## src/include/pfp_pkg.sv

```systemverilog
package pfp_pkg;
   // register map
   localparam logic [7:0] ADDR_CFG_A = 8'h00;
   localparam logic [7:0] ADDR_CUR_LIMIT = 8'h08;
   localparam logic [7:0] ADDR_STATUS = 8'h16;
   localparam logic [7:0] CFG_A_RESET = 8'h43;
   localparam logic [7:0] CUR_LIMIT_RESET = 8'h1b;
   localparam logic [3:0] CL_CODE_MAX = 4'hb;
   localparam logic [1:0] STATUS_WARN_IDLE = 2'b11;
   // field positions
   localparam int BIT_RAMP_EN = 7;
   localparam int BIT_PHASE_EN = 6;
   localparam int BIT_TCE = 4;
   localparam int CL_MSB = 3;
   // protection index, shared by latch bits and status bits
   localparam int NPROT = 6;
   localparam int FI_PV = 0;
   localparam int FI_OV = 1;
   localparam int FI_UV = 2;
   localparam int FI_OC = 3;
   localparam int FI_OT = 4;
   localparam int FI_TR = 5;
   // analog limits in their own units (degC, mV, percent)
   localparam logic [7:0] OT_TRIP_DEGC = 8'h82;
   localparam logic [7:0] OT_WARN_DEGC = 8'h78;
   localparam logic [12:0] TRACK_WINDOW_MV = 13'h0fa;
   localparam logic [13:0] OV_FLOOR_MV = 14'h1f4;
   localparam logic [13:0] OV_MARGIN_MV = 14'h0fa;
   localparam logic [7:0] OV_PCT_110 = 8'h6e;
   localparam logic [7:0] OV_PCT_120 = 8'h78;
   localparam logic [7:0] OV_PCT_130 = 8'h82;
   localparam logic [1:0] OV_SEL_110 = 2'h0;
   localparam logic [1:0] OV_SEL_120 = 2'h1;
   localparam logic [20:0] PCT_DIV = 21'h000064;
   // retry timing
   localparam int unsigned RETRY_TIME_MS = 130;
   localparam int unsigned CLK_FREQ_HZ = 200_000_000;
   localparam int unsigned RETRY_CYCLES_DEF =
      RETRY_TIME_MS * (CLK_FREQ_HZ / 1000);
   localparam int TMR_W = 25;

   typedef enum logic [1:0] {
      PFP_IDLE = 2'b00,
      PFP_RUN = 2'b01,
      PFP_TRIP = 2'b11,
      PFP_WAIT = 2'b10
   } pfp_state_type;

   // ordered by priority, higher code wins
   typedef enum logic [1:0] {
      OFF_NONE = 2'b00,
      OFF_SEQ = 2'b01,
      OFF_CRIT = 2'b10,
      OFF_EMER = 2'b11
   } pfp_off_type;
endpackage : pfp_pkg

```

## src/include/pfp_sync_if.sv

```systemverilog
`timescale 1ns/1ps
interface pfp_sync_if #(parameter int W = 2);
   logic [W-1:0] raw;
   logic [W-1:0] sync;
   modport sink (input raw, output sync);
   modport drv (output raw, input sync);
endinterface : pfp_sync_if

```

## src/logic/pol_fault_protection.sv

```systemverilog
`timescale 1ns/1ps
// Operation
// - any fault-group trip turns the converter off (not implemented: groupFaultIn is unused)
// - overcurrent is armed only while output is above pre-bias
// - overcurrent trip: status bit 3 reads 0, both switches off at once
// - temperature compensation of current limit is a writable bit
// - undervoltage is checked only in steady state
// - undervoltage without overcurrent: status 0, sequenced ramp-down
// - above 130 degC: overtemp fault, status 0, sequenced off
// - non-latching overtemp restarts once below 120 degC; after the 130 ms wait it restarts at or below 130 degC
// - tracking is checked only while ramping up
// - tracking error over 250 mV: status 0, both switches off
// - config bit 7 enables tracking protection
// - under and overvoltage limits follow the present setpoint
// - tracking stays off during margining moves
// - overvoltage above pre-bias: status 0, high off, low on
// - overvoltage limit 110-130 percent, min 0.5 V, setpoint+0.25 V
// - config bits 5..0 pick latching or non-latching per protection
// - non-latching faults other than overtemp retry every 130 ms with normal sequencing
// - latching faults stay off until cleared after 130 ms
// - config bit 6 enables the phase voltage check
// - propagating faults pull the group fault line low
module pol_fault_protection
   import pfp_pkg::*;
#(
   parameter int unsigned RETRY_CYCLES = RETRY_CYCLES_DEF
) (
   // clock and reset
   input wire logic sys_clk,
   input wire logic sys_rst,
   // register port
   input wire logic regWrEn,
   input wire logic [7:0] regAddr,
   input wire logic [7:0] regWrData,
   output logic [7:0] regRdData_q,
   // analog comparator trips, asynchronous
   input wire logic ocTripIn,
   input wire logic phaseErrIn,
   // measurements and sequencer state, same clock
   input wire logic [12:0] outputMv,
   input wire logic [12:0] preBiasMv,
   input wire logic [12:0] setpointMv,
   input wire logic [12:0] rampTargetMv,
   input wire logic [7:0] tempDegC,
   input wire logic [1:0] ovLevelSel,
   input wire logic [7:0] uvPct,
   input wire logic rampingUp,
   input wire logic steadyState,
   input wire logic marginMove,
   input wire logic turnOnCmd,
   input wire logic [NPROT-1:0] propagateEn,
   // converter control
   output logic converterRun_q,
   output logic seqOff_q,
   output logic fastOff_q,
   output logic crowbar_q,
   output logic tempCompEn_q,
   output logic [CL_MSB:0] curLimitCode_q,
   // group fault line, open drain
   input wire logic groupFaultIn,
   output logic groupFaultOut_q,
   output logic groupFaultOe_q
);
   typedef struct packed {
      pfp_state_type state;
      pfp_off_type offStyle;
      logic [TMR_W-1:0] timer;
      logic [NPROT-1:0] hold;
      logic [7:0] cfgA;
      logic [7:0] curLimit;
      logic turnOnPrev;
      logic [7:0] rdData;
      logic run;
      logic seqOff;
      logic fastOff;
      logic crowbar;
      logic faultOe;
   } pfp_top_state_type;

   localparam logic [TMR_W-1:0] RETRY_LOAD =
      TMR_W'(RETRY_CYCLES - 1);

   pfp_top_state_type s_q;
   pfp_top_state_type s_d;

   pfp_sync_if #(.W(2)) trips ();

   logic ocSync;
   logic phaseSync;
   logic preBiasOk;
   logic [7:0] ovPct;
   logic [20:0] ovProd;
   logic [20:0] uvProd;
   logic [13:0] ovScaled;
   logic [13:0] ovThr;
   logic [13:0] uvThr;
   logic [13:0] spPlus;
   logic [12:0] trackDiff;
   logic [NPROT-1:0] cond;
   logic [NPROT-1:0] latchSel;
   logic [NPROT-1:0] clrMask;
   logic [NPROT-1:0] newHold;
   logic turnOnFall;
   logic otHot;
   logic restartOk;
   pfp_off_type tripStyle;

   assign trips.raw = {phaseErrIn, ocTripIn};

   pfp_sync #(.W(2)) u_sync (
      .sys_clk(sys_clk),
      .sys_rst(sys_rst),
      .sp(trips.sink)
   );

   assign ocSync = trips.sync[0];
   assign phaseSync = trips.sync[1];

   // thresholds move with the setpoint, so margining rescales them
   always_comb begin
      unique case (ovLevelSel)
         OV_SEL_110: ovPct = OV_PCT_110;
         OV_SEL_120: ovPct = OV_PCT_120;
         default: ovPct = OV_PCT_130;
      endcase
      ovProd = 21'(setpointMv) * 21'(ovPct);
      uvProd = 21'(setpointMv) * 21'(uvPct);
      ovScaled = 14'(ovProd / PCT_DIV);
      uvThr = 14'(uvProd / PCT_DIV);
      spPlus = 14'(setpointMv) + OV_MARGIN_MV;
      ovThr = ovScaled;
      if (ovThr < OV_FLOOR_MV) begin
         ovThr = OV_FLOOR_MV;
      end
      if (ovThr < spPlus) begin
         ovThr = spPlus;
      end
   end

   always_comb begin
      preBiasOk = outputMv > preBiasMv;
      if (outputMv > rampTargetMv) begin
         trackDiff = outputMv - rampTargetMv;
      end else begin
         trackDiff = rampTargetMv - outputMv;
      end
      otHot = tempDegC > OT_TRIP_DEGC;
      cond = '0;
      cond[FI_OC] = ocSync && preBiasOk;
      cond[FI_UV] = steadyState && !ocSync &&
         (14'(outputMv) < uvThr);
      cond[FI_OT] = otHot;
      cond[FI_TR] = s_q.cfgA[BIT_RAMP_EN] && rampingUp &&
         !marginMove && (trackDiff > TRACK_WINDOW_MV);
      cond[FI_OV] = preBiasOk &&
         (14'(outputMv) > ovThr);
      cond[FI_PV] = s_q.cfgA[BIT_PHASE_EN] && phaseSync;
   end

   // worst shutdown style among the protections now tripping
   always_comb begin
      tripStyle = OFF_NONE;
      if (cond[FI_UV] || cond[FI_OT]) begin
         tripStyle = OFF_SEQ;
      end
      if (cond[FI_OC] || cond[FI_TR] || cond[FI_PV]) begin
         tripStyle = OFF_CRIT;
      end
      if (cond[FI_OV]) begin
         tripStyle = OFF_EMER;
      end
   end

   always_comb begin
      latchSel = s_q.cfgA[NPROT-1:0];
      turnOnFall = s_q.turnOnPrev && !turnOnCmd;
      // a held fault may only clear once its cause is gone
      clrMask = '0;
      if (s_q.state == PFP_IDLE || s_q.state == PFP_WAIT) begin
         clrMask = ~latchSel & ~cond;
         if (regWrEn && regAddr == ADDR_STATUS) begin
            clrMask = clrMask |
               (regWrData[NPROT-1:0] & latchSel & ~cond);
         end
         if (turnOnFall) begin
            clrMask = clrMask | (latchSel & ~cond);
         end
      end
      if (s_q.hold[FI_OT] && !latchSel[FI_OT] &&
          tempDegC < OT_WARN_DEGC) begin
         clrMask[FI_OT] = 1'b1;
      end
      // set wins over clear
      newHold = (s_q.hold & ~clrMask) | cond;
      restartOk = turnOnCmd && ((s_q.hold & latchSel) == '0) &&
         !(s_q.hold[FI_OT] && tempDegC >= OT_WARN_DEGC);
   end

   always_comb begin
      s_d = s_q;
      s_d.turnOnPrev = turnOnCmd;
      s_d.hold = newHold;
      if (regWrEn && regAddr == ADDR_CFG_A) begin
         s_d.cfgA = regWrData;
      end
      if (regWrEn && regAddr == ADDR_CUR_LIMIT) begin
         s_d.curLimit = regWrData;
         // codes above the top step saturate at it
         if (regWrData[CL_MSB:0] > CL_CODE_MAX) begin
            s_d.curLimit[CL_MSB:0] = CL_CODE_MAX;
         end
      end
      unique case (s_q.state)
         PFP_IDLE: begin
            s_d.offStyle = OFF_NONE;
            if (turnOnCmd && s_q.hold == '0 && cond == '0) begin
               s_d.state = PFP_RUN;
            end
         end
         PFP_RUN: begin
            if (cond != '0) begin
               s_d.state = PFP_TRIP;
               s_d.offStyle = tripStyle;
               s_d.timer = RETRY_LOAD;
            end else if (!turnOnCmd) begin
               s_d.state = PFP_IDLE;
            end
         end
         PFP_TRIP: begin
            // a worse fault during shutdown upgrades the style
            if (tripStyle > s_q.offStyle) begin
               s_d.offStyle = tripStyle;
            end
            if (s_q.hold == (NPROT'(1) << FI_OT) &&
                !latchSel[FI_OT] && restartOk &&
                !otHot) begin
               s_d.state = PFP_RUN;
               s_d.offStyle = OFF_NONE;
            end else if (s_q.timer == '0) begin
               s_d.state = PFP_WAIT;
            end else begin
               s_d.timer = s_q.timer - TMR_W'(1);
            end
         end
         PFP_WAIT: begin
            if (tripStyle > s_q.offStyle) begin
               s_d.offStyle = tripStyle;
            end
            if (restartOk) begin
               // retry; a persisting cause trips again in run
               s_d.state = PFP_RUN;
               s_d.offStyle = OFF_NONE;
               s_d.hold = newHold & latchSel;
            end else if (!turnOnCmd && newHold == '0) begin
               s_d.state = PFP_IDLE;
            end
         end
      endcase
      s_d.run = (s_d.state == PFP_RUN);
      s_d.seqOff = !s_d.run && (s_d.offStyle == OFF_SEQ ||
         s_d.offStyle == OFF_NONE);
      s_d.fastOff = (s_d.offStyle == OFF_CRIT);
      s_d.crowbar = (s_d.offStyle == OFF_EMER);
      // a retry into a lingering cause runs one cycle before it trips again
      s_d.faultOe = !s_d.run &&
         ((newHold & propagateEn) != '0);
      unique case (regAddr)
         ADDR_CFG_A: s_d.rdData = s_q.cfgA;
         ADDR_CUR_LIMIT: s_d.rdData = s_q.curLimit;
         ADDR_STATUS: s_d.rdData = {STATUS_WARN_IDLE,
            ~s_q.hold};
         default: s_d.rdData = '0;
      endcase
   end

   always_ff @(posedge sys_clk) begin
      if (sys_rst) begin
         s_q <= '0;
         s_q.state <= PFP_IDLE;
         s_q.offStyle <= OFF_NONE;
         s_q.cfgA <= CFG_A_RESET;
         s_q.curLimit <= CUR_LIMIT_RESET;
         s_q.seqOff <= 1'b1;
      end else begin
         s_q <= s_d;
      end
   end

   assign regRdData_q = s_q.rdData;
   assign converterRun_q = s_q.run;
   assign seqOff_q = s_q.seqOff;
   assign fastOff_q = s_q.fastOff;
   assign crowbar_q = s_q.crowbar;
   assign tempCompEn_q = s_q.curLimit[BIT_TCE];
   assign curLimitCode_q = s_q.curLimit[CL_MSB:0];
   // line is only ever pulled low; its level is observed elsewhere
   assign groupFaultOut_q = 1'b0;
   assign groupFaultOe_q = s_q.faultOe;

   logic unusedGroupIn;
   assign unusedGroupIn = groupFaultIn;
endmodule : pol_fault_protection

```

## src/logic/pfp_sync.sv

```systemverilog
`timescale 1ns/1ps
module pfp_sync #(
   parameter int W = 2
) (
   // clock and reset
   input wire logic sys_clk,
   input wire logic sys_rst,
   // raw comparator levels in, clocked levels out
   pfp_sync_if.sink sp
);
   typedef struct packed {
      logic [W-1:0] stage1;
      logic [W-1:0] stage2;
   } pfp_sync_state_type;

   pfp_sync_state_type s_q;
   pfp_sync_state_type s_d;

   always_comb begin
      s_d = s_q;
      s_d.stage1 = sp.raw;
      s_d.stage2 = s_q.stage1;
   end

   always_ff @(posedge sys_clk) begin
      if (sys_rst) begin
         s_q <= '0;
      end else begin
         s_q <= s_d;
      end
   end

   // only the second stage is visible
   assign sp.sync = s_q.stage2;
endmodule : pfp_sync

```

## config.mk

```make
export PLATFORM = sky130hd
export DESIGN_NAME = pol_fault_protection
export DESIGN_NICKNAME = d
export VERILOG_FILES = /design/src/include/pfp_pkg.sv /design/src/include/pfp_sync_if.sv /design/src/logic/pol_fault_protection.sv /design/src/logic/pfp_sync.sv
export SDC_FILE = /design/constraint.sdc
export NUM_CORES = 1
export LEC_CHECK = 0
export ABC_CLOCK_PERIOD_IN_PS = 31800
export BUFFER_PORTS_ARGS = -buffer_cell sky130_fd_sc_hd__buf_2
export CAP_MARGIN = 20
export CORE_UTILIZATION = 60
export DETAILED_ROUTE_END_ITERATION = 6
export PLACE_DENSITY = 0.79
export SYNTH_ARGS = -nofsm -noshare
export SYNTH_HDL_FRONTEND = slang
export SYNTH_SLANG_ARGS = --single-unit
```

## constraint.sdc

```tcl
create_clock -name sys_clk -period 31.8 [get_ports sys_clk]
set_input_delay 6.36 -clock sys_clk [delete_from_list [all_inputs] [get_ports sys_clk]]
set_output_delay 6.36 -clock sys_clk [all_outputs]
set_load 0.05 [all_outputs]
```

Word level (Yosys, flattened, before mapping)
Index checks and enable logic that the tools add are counted.
{"block": "word_totals", "wordCells": 145, "in_bits": 102, "register_bits": 69, "output_inout_bits": 19}
{"block": "op_classes", "n_reduce_logical": 50, "n_bitwise": 15, "n_eq_ne": 14, "div_mod_pow": 2, "mul": 2, "addsub": 4, "mux": 31, "n_lt_le_gt_ge": 12}
{"op": "25-bit 2-to-1 mux", "count": 2}
{"op": "25-bit case mux with 2 select lines", "count": 1}
{"op": "6-bit AND", "count": 8}
{"op": "21-bit by 7-bit divider with 21-bit output, second input constant", "count": 2}
{"op": "13-bit by 8-bit multiplier with 21-bit output", "count": 2}
{"op": "6-bit 2-to-1 mux", "count": 6}
{"op": "14-bit 2-to-1 mux", "count": 2}
{"op": "27-bit 2-to-1 mux", "count": 1}
{"op": "13-bit greater-than comparator", "count": 2}
{"op": "13-bit subtractor", "count": 2}
{"op": "1-bit logical AND", "count": 25}
{"op": "25-bit zero test", "count": 1}
{"op": "25-bit by 1-bit subtractor with 25-bit output, second input constant", "count": 1}
{"op": "6-bit zero test", "count": 4}
{"op": "2-bit 2-to-1 mux", "count": 12}
{"op": "6-bit inverter", "count": 4}
{"op": "8-bit case mux with 3 select lines", "count": 1}
{"op": "6-bit OR", "count": 3}
{"op": "4-bit case mux with 4 select lines", "count": 1}
{"op": "8-bit case mux with 2 select lines", "count": 1}
{"op": "13-bit by 8-bit adder with 14-bit output, second input constant", "count": 1}
{"op": "13-bit by 14-bit greater-than comparator with 1-bit output", "count": 1}
{"op": "13-bit by 14-bit less-than comparator with 1-bit output", "count": 1}
{"op": "14-bit less-than comparator", "count": 1}
{"op": "23 further kinds", "count": 45}

Depth between registers and ports, before layout
{"block": "depth", "word_depth": 30, "ltp_mapped": 83, "depth_no_buf": 75}

Cells and area by module
A second synthesis with hierarchy kept.
{"block": "hier_totals", "cells_unflattened": 2547, "area_unflattened_um2": 19336.0}
{"module": "pol_fault_protection", "instances": 1, "seq_area_each_um2": 1301.2, "cells_per_inst": 2539, "area_each_um2": 19230.9}
{"module": "pfp_sync", "instances": 1, "seq_area_each_um2": 80.1, "cells_per_inst": 8, "area_each_um2": 105.1}

Least setup slack after synthesis
Ideal clock, no wire load.
{"block": "synth_path", "path_type": "input-to-reg", "start": "in ovLevelSel[0]", "end": "reg s_q, in the netlist crowbar_q", "stages": 77, "slack_ps": 9877, "setup_time_ps": 115, "n_path_buf": 7, "t_arrival_ps": 21808, "path_cell_list": "clkbuf_1 > clkbuf_1 > nand2_1 > fa_1 > inv_1 > fa_1 > fa_1 > inv_1 > fa_1 > inv_1 > ha_1 > buf_2 > a21o_1 > a31o_1 > a221o_1 > nor3_1 > o22ai_1 > a211o_1 > [... 41 more ...] > ha_1 > a21o_1 > a21o_1 > a21oi_1 > o21ai_0 > a21o_1 > a21o_1 > a21oi_1 > nor2_1 > o311a_2 > nand2_1 > nand2_1 > ha_1 > a21oi_1 > a21oi_1 > o22ai_1 > o2bb2ai_1 > and2_1"}
{"block": "synth_via", "elab_chain_len": 16, "elab_cells_between_ends": 20, "classes_between": "1 x mul; 1 x div; 4 x order compare; 2 x eq/ne; 9 x mux; 3 x reduce/logical"}
{"item": "start, declared", "line_no": "pol_fault_protection.sv:45", "rtl": "input wire logic [1:0] ovLevelSel,"}
{"item": "2-bit by 1-bit == test with 1-bit output / 2-bit zero test (equally long branches)", "line_no": "pol_fault_protection.sv:121", "rtl": "unique case (ovLevelSel)"}
{"item": "8-bit case mux with 2 select lines *", "line_no": "pol_fault_protection.sv:121"}
{"item": "13-bit by 8-bit multiplier with 21-bit output *", "line_no": "pol_fault_protection.sv:126", "rtl": "ovProd = 21'(setpointMv) * 21'(ovPct);"}
{"item": "21-bit by 7-bit divider with 21-bit output *", "line_no": "pol_fault_protection.sv:128", "rtl": "ovScaled = 14'(ovProd / PCT_DIV);"}
{"item": "14-bit by 9-bit less-than comparator with 1-bit output", "line_no": "pol_fault_protection.sv:132", "rtl": "if (ovThr < OV_FLOOR_MV) begin"}
{"item": "14-bit 2-to-1 mux *", "line_no": "pol_fault_protection.sv:132"}
{"item": "14-bit less-than comparator", "line_no": "pol_fault_protection.sv:135", "rtl": "if (ovThr < spPlus) begin"}
{"item": "14-bit 2-to-1 mux *", "line_no": "pol_fault_protection.sv:135"}
{"item": "13-bit by 14-bit greater-than comparator with 1-bit output *", "line_no": "pol_fault_protection.sv:156", "rtl": "(14'(outputMv) > ovThr);"}
{"item": "1-bit logical AND *", "line_no": "pol_fault_protection.sv:155", "rtl": "cond[FI_OV] = preBiasOk &&"}
{"item": "2-bit 2-to-1 mux", "line_no": "pol_fault_protection.sv:169", "rtl": "if (cond[FI_OV]) begin"}
{"item": "2-bit greater-than comparator", "line_no": "pol_fault_protection.sv:231, pol_fault_protection.sv:246"}
{"item": "2-bit 2-to-1 mux", "line_no": "pol_fault_protection.sv:231, pol_fault_protection.sv:246"}
{"item": "2-bit 2-to-1 mux, on equally long branches", "line_no": "pol_fault_protection.sv:249, pol_fault_protection.sv:234"}
{"item": "4-bit case mux with 4 select lines *", "line_no": "pol_fault_protection.sv:213", "rtl": "unique case (s_q.state)"}
{"item": "2-bit == test *", "line_no": "pol_fault_protection.sv:263", "rtl": "s_d.crowbar = (s_d.offStyle == OFF_EMER);"}
{"item": "end, declared", "line_no": "pol_fault_protection.sv:83", "rtl": "pfp_top_state_type s_q;"}
Mark *: on every way between the ends. The rest lies on a longest branch, timed or not. The select of a mux whose other input is x is not followed.
A chain may end at the register's enable or synchronous reset.

Worst setup path after layout
{"block": "layout_path", "start": "in ovLevelSel[1]", "end": "reg s_q, in the netlist crowbar_q"}
Same word-level chain as after synthesis.

==> qor.yml <==
global_route:
  use_met2_pct: 52.3
  grtUsageTotal_pct: 31.0
  antenna_found_initial: 8
  grt_max_degree: 57
  met3_usage_pct: 3.41
  grt_overflow_total: 0
  grt_pass1_vias: 18401
  met1_usage_pct: 42.7
  grt_busiest_layer: "met2"
  grt_first_pass_wirelength_mm: 87.2
cts:
  h-tree-depth: 3
  ctsResizeCount: 0
  clk_pin_slew_ps: 50
  cts_root_buf: "clkbuf_16"
  clk_latency_ps: 330
  cts_buffer_depth: 2
  post_cts_buffers: 0
  cts_buffers: 9
  cts.sinks: 69
  cts_tree: "done"
  hold_buffers: 0
setup_path:
  r2r-start: "s_q[36]"
  rr_worst_depth: 13
  worstReg2RegEnd: "s_q[41]"
  path_buf_inv: 6
  r2r_setup_slack_ps: 28510
  max_stage_delay_ps: 750
  critPathLaunch: "ovLevelSel[1]"
  critical_path_class: "in -> reg"
  cp_common_cell: "a21oi_1"
  worst_path_max_delay_cell: "o31ai_1"
  crit_required_ps: 32070
  crit_family: "compound AO/OA/AOI/OAI gates"
  cp.arrival_ps: 26010
  crit_path_end: "crowbar_q"
  crit_cells: 74
  critPathMaxFanout: 29
  startpoint_type: "input port"
  end_kind: "flip-flop"
finish:
  layout-drive-gt1-share_pct: 10.4
  fillers: 2764
  multiInputGateArea_mm2: 0.0164
  finalNetCount: 2938
  seq_area_mm2: 0.00138
  areaGrowthSynthToFinish_pct: 3.60
sta:
  finalSetupTns_ps: 0
  tightest_slew_ps: 1130
  max-slew-margin-rel_pct: 23.9
  setup_viol: 0
  fin_ws_ps: 6060
  skew_ps: 5.41
  timing.final.crit_period_ps: 25740
  grt_setup_unrepaired: "no"
  final-hold-violation-count: 0
  fin_crit_sh_pct: 80.9
  max_freq_mhz: 38.9
  slew_violations: 0
synth:
  synth-seq-cells: 69
  synth_area_leaders: "fa_1 12%, ha_1 12%, dfxtp_1 7.2%"
  synth_edf_count: 0
  synth_flop_cell: "dfxtp_1"
  synthTopCellsByCount: "248 x nand2_1, 199 x inv_1, 178 x ha_1"
  yosysWarnings: 0
  synth_seq_area_share_pct: 7.16
  yosysTopAreaCell: "fa_1"
  async_reset_ff_share_pct: 0
  avgSynthCellArea_um2: 7.58
  synth.most_common_cell: "nand2_1"
  syn_inst: 2547
  syn-cell-area_mm2: 0.0193
  yosysTopAreaCellShare_pct: 11.6
  synth.distinct_cells: 138
  synth_nets: 2939
drt:
  drt-total-wl_mm: 52.0
  vias_per_cell: 6.61
  drc: 0
  drtIter0Drc: 1623
  wl_per_cell_um: 17.6
  dr.pass1.iters: 5
  vias: 19541
  antenna_left: 0
floorplanning:
  die_area_mm2: 0.0329
  start_util_pct: 61.0
  core_mm2: 0.0316
  fp.dieH_um: 181
  boundaryPins: 121
  row_count: 65
  die_w_um: 181
run:
  drv_cap: 0
placed_design:
  hpwl_mm: 40.7
  port_buffers: 118
  gp_congestion: 0.947
  post-place-ws_ps: 5830
outcome:
  status: "finished clean"
min_path:
  min_path_type: "reg -> reg"
-- final cells by class --
cell class / count / area share (%)
Antenna cell: 5 / 0.0626
Clock buffer: 13 / 1.20
Clock inverter: 2 / 0.175
Inverter: 202 / 3.79
Multi-Input combinational cell: 2138 / 82.1
Sequential cell: 69 / 6.91
Tap cell: 402 / 2.52
Timing Repair Buffer: 126 / 3.27
-- logic make-up after synthesis --
family | after synthesis | synth area share [%]
other | 1 | 0.0194
DFF | 69 | 7.16
xor gates and xnor gates | 98 | 4.58
adders and majority gates | 295 | 23.4
muxes | 50 | 2.75
AOI/OAI and AO/OA | 781 | 30.0
buffers and inverters | 340 | 7.84
and+or+nand+nor | 913 | 24.2
-- per-layer routing --
layer | wire length, µm | vias up
li1 | - | 9296
met1 | 23200 | 9400
met2 | 24400 | 769
met3 | 3650 | 70
met4 | 629 | 6
met5 | 41 | -
-- state kept, by name, indices dropped and copies added (netlist names) --
| register | count |
|---|---|
| u_sync.s_d | 2 |
| converterRun_q | 1 |
| groupFaultOe_q | 1 |
| tempCompEn_q | 1 |
| latchSel | 6 |
| s_q | 41 |
| seqOff_q | 1 |
| regRdData_q | 8 |
| curLimitCode_q | 4 |
| fastOff_q | 1 |
| u_sync.sp.sync | 2 |
| crowbar_q | 1 |
-- how the worst min path moves through the flow --
| stage | start | to | slack (ps) | cells after the start |
|---|---|---|---|---|
| final | u_sync.s_d[1] | u_sync.sp.sync[1] | 430 | 1 |
| after global routing | u_sync.s_d[0] | u_sync.sp.sync[0] | 460 | 1 |
| after CTS | u_sync.s_d[1] | u_sync.sp.sync[1] | 440 | 1 |
| after detailed placement | u_sync.s_d[1] | u_sync.sp.sync[1] | 430 | 1 |
| after global placement | u_sync.s_d[0] | u_sync.sp.sync[0] | 420 | 1 |
| after floorplan | u_sync.s_d[0] | u_sync.sp.sync[0] | 410 | 1 |
-- metrics by stage --
stage / hold slack, ps / cell area, µm² / utilization [%] / std cells
after floorplan: 414 / 19300 / - / 2547
after global placement: 419 / 19700 / 62.2 / 2934
after detailed placement: 427 / 19700 / 62.2 / 2934
after CTS: 435 / 20000 / 63.1 / 2949
after global routing: 459 / 20000 / 63.2 / 2955
final: 433 / 20000 / 63.2 / 2957
-- cell usage in the layout (no fill, tap or decap), drive strengths merged, types with 69 or more instances in the layout --
cell   instances
a21oi        167
dfxtp         69
nor3          77
buf          126
nor2         172
xnor2         71
fa           112
nand2        249
ha           178
o21ai        138
and2         103
inv          202
Power is not shown: default switching activity piles up to over one toggle a cycle in this logic, so the estimate is an artifact.
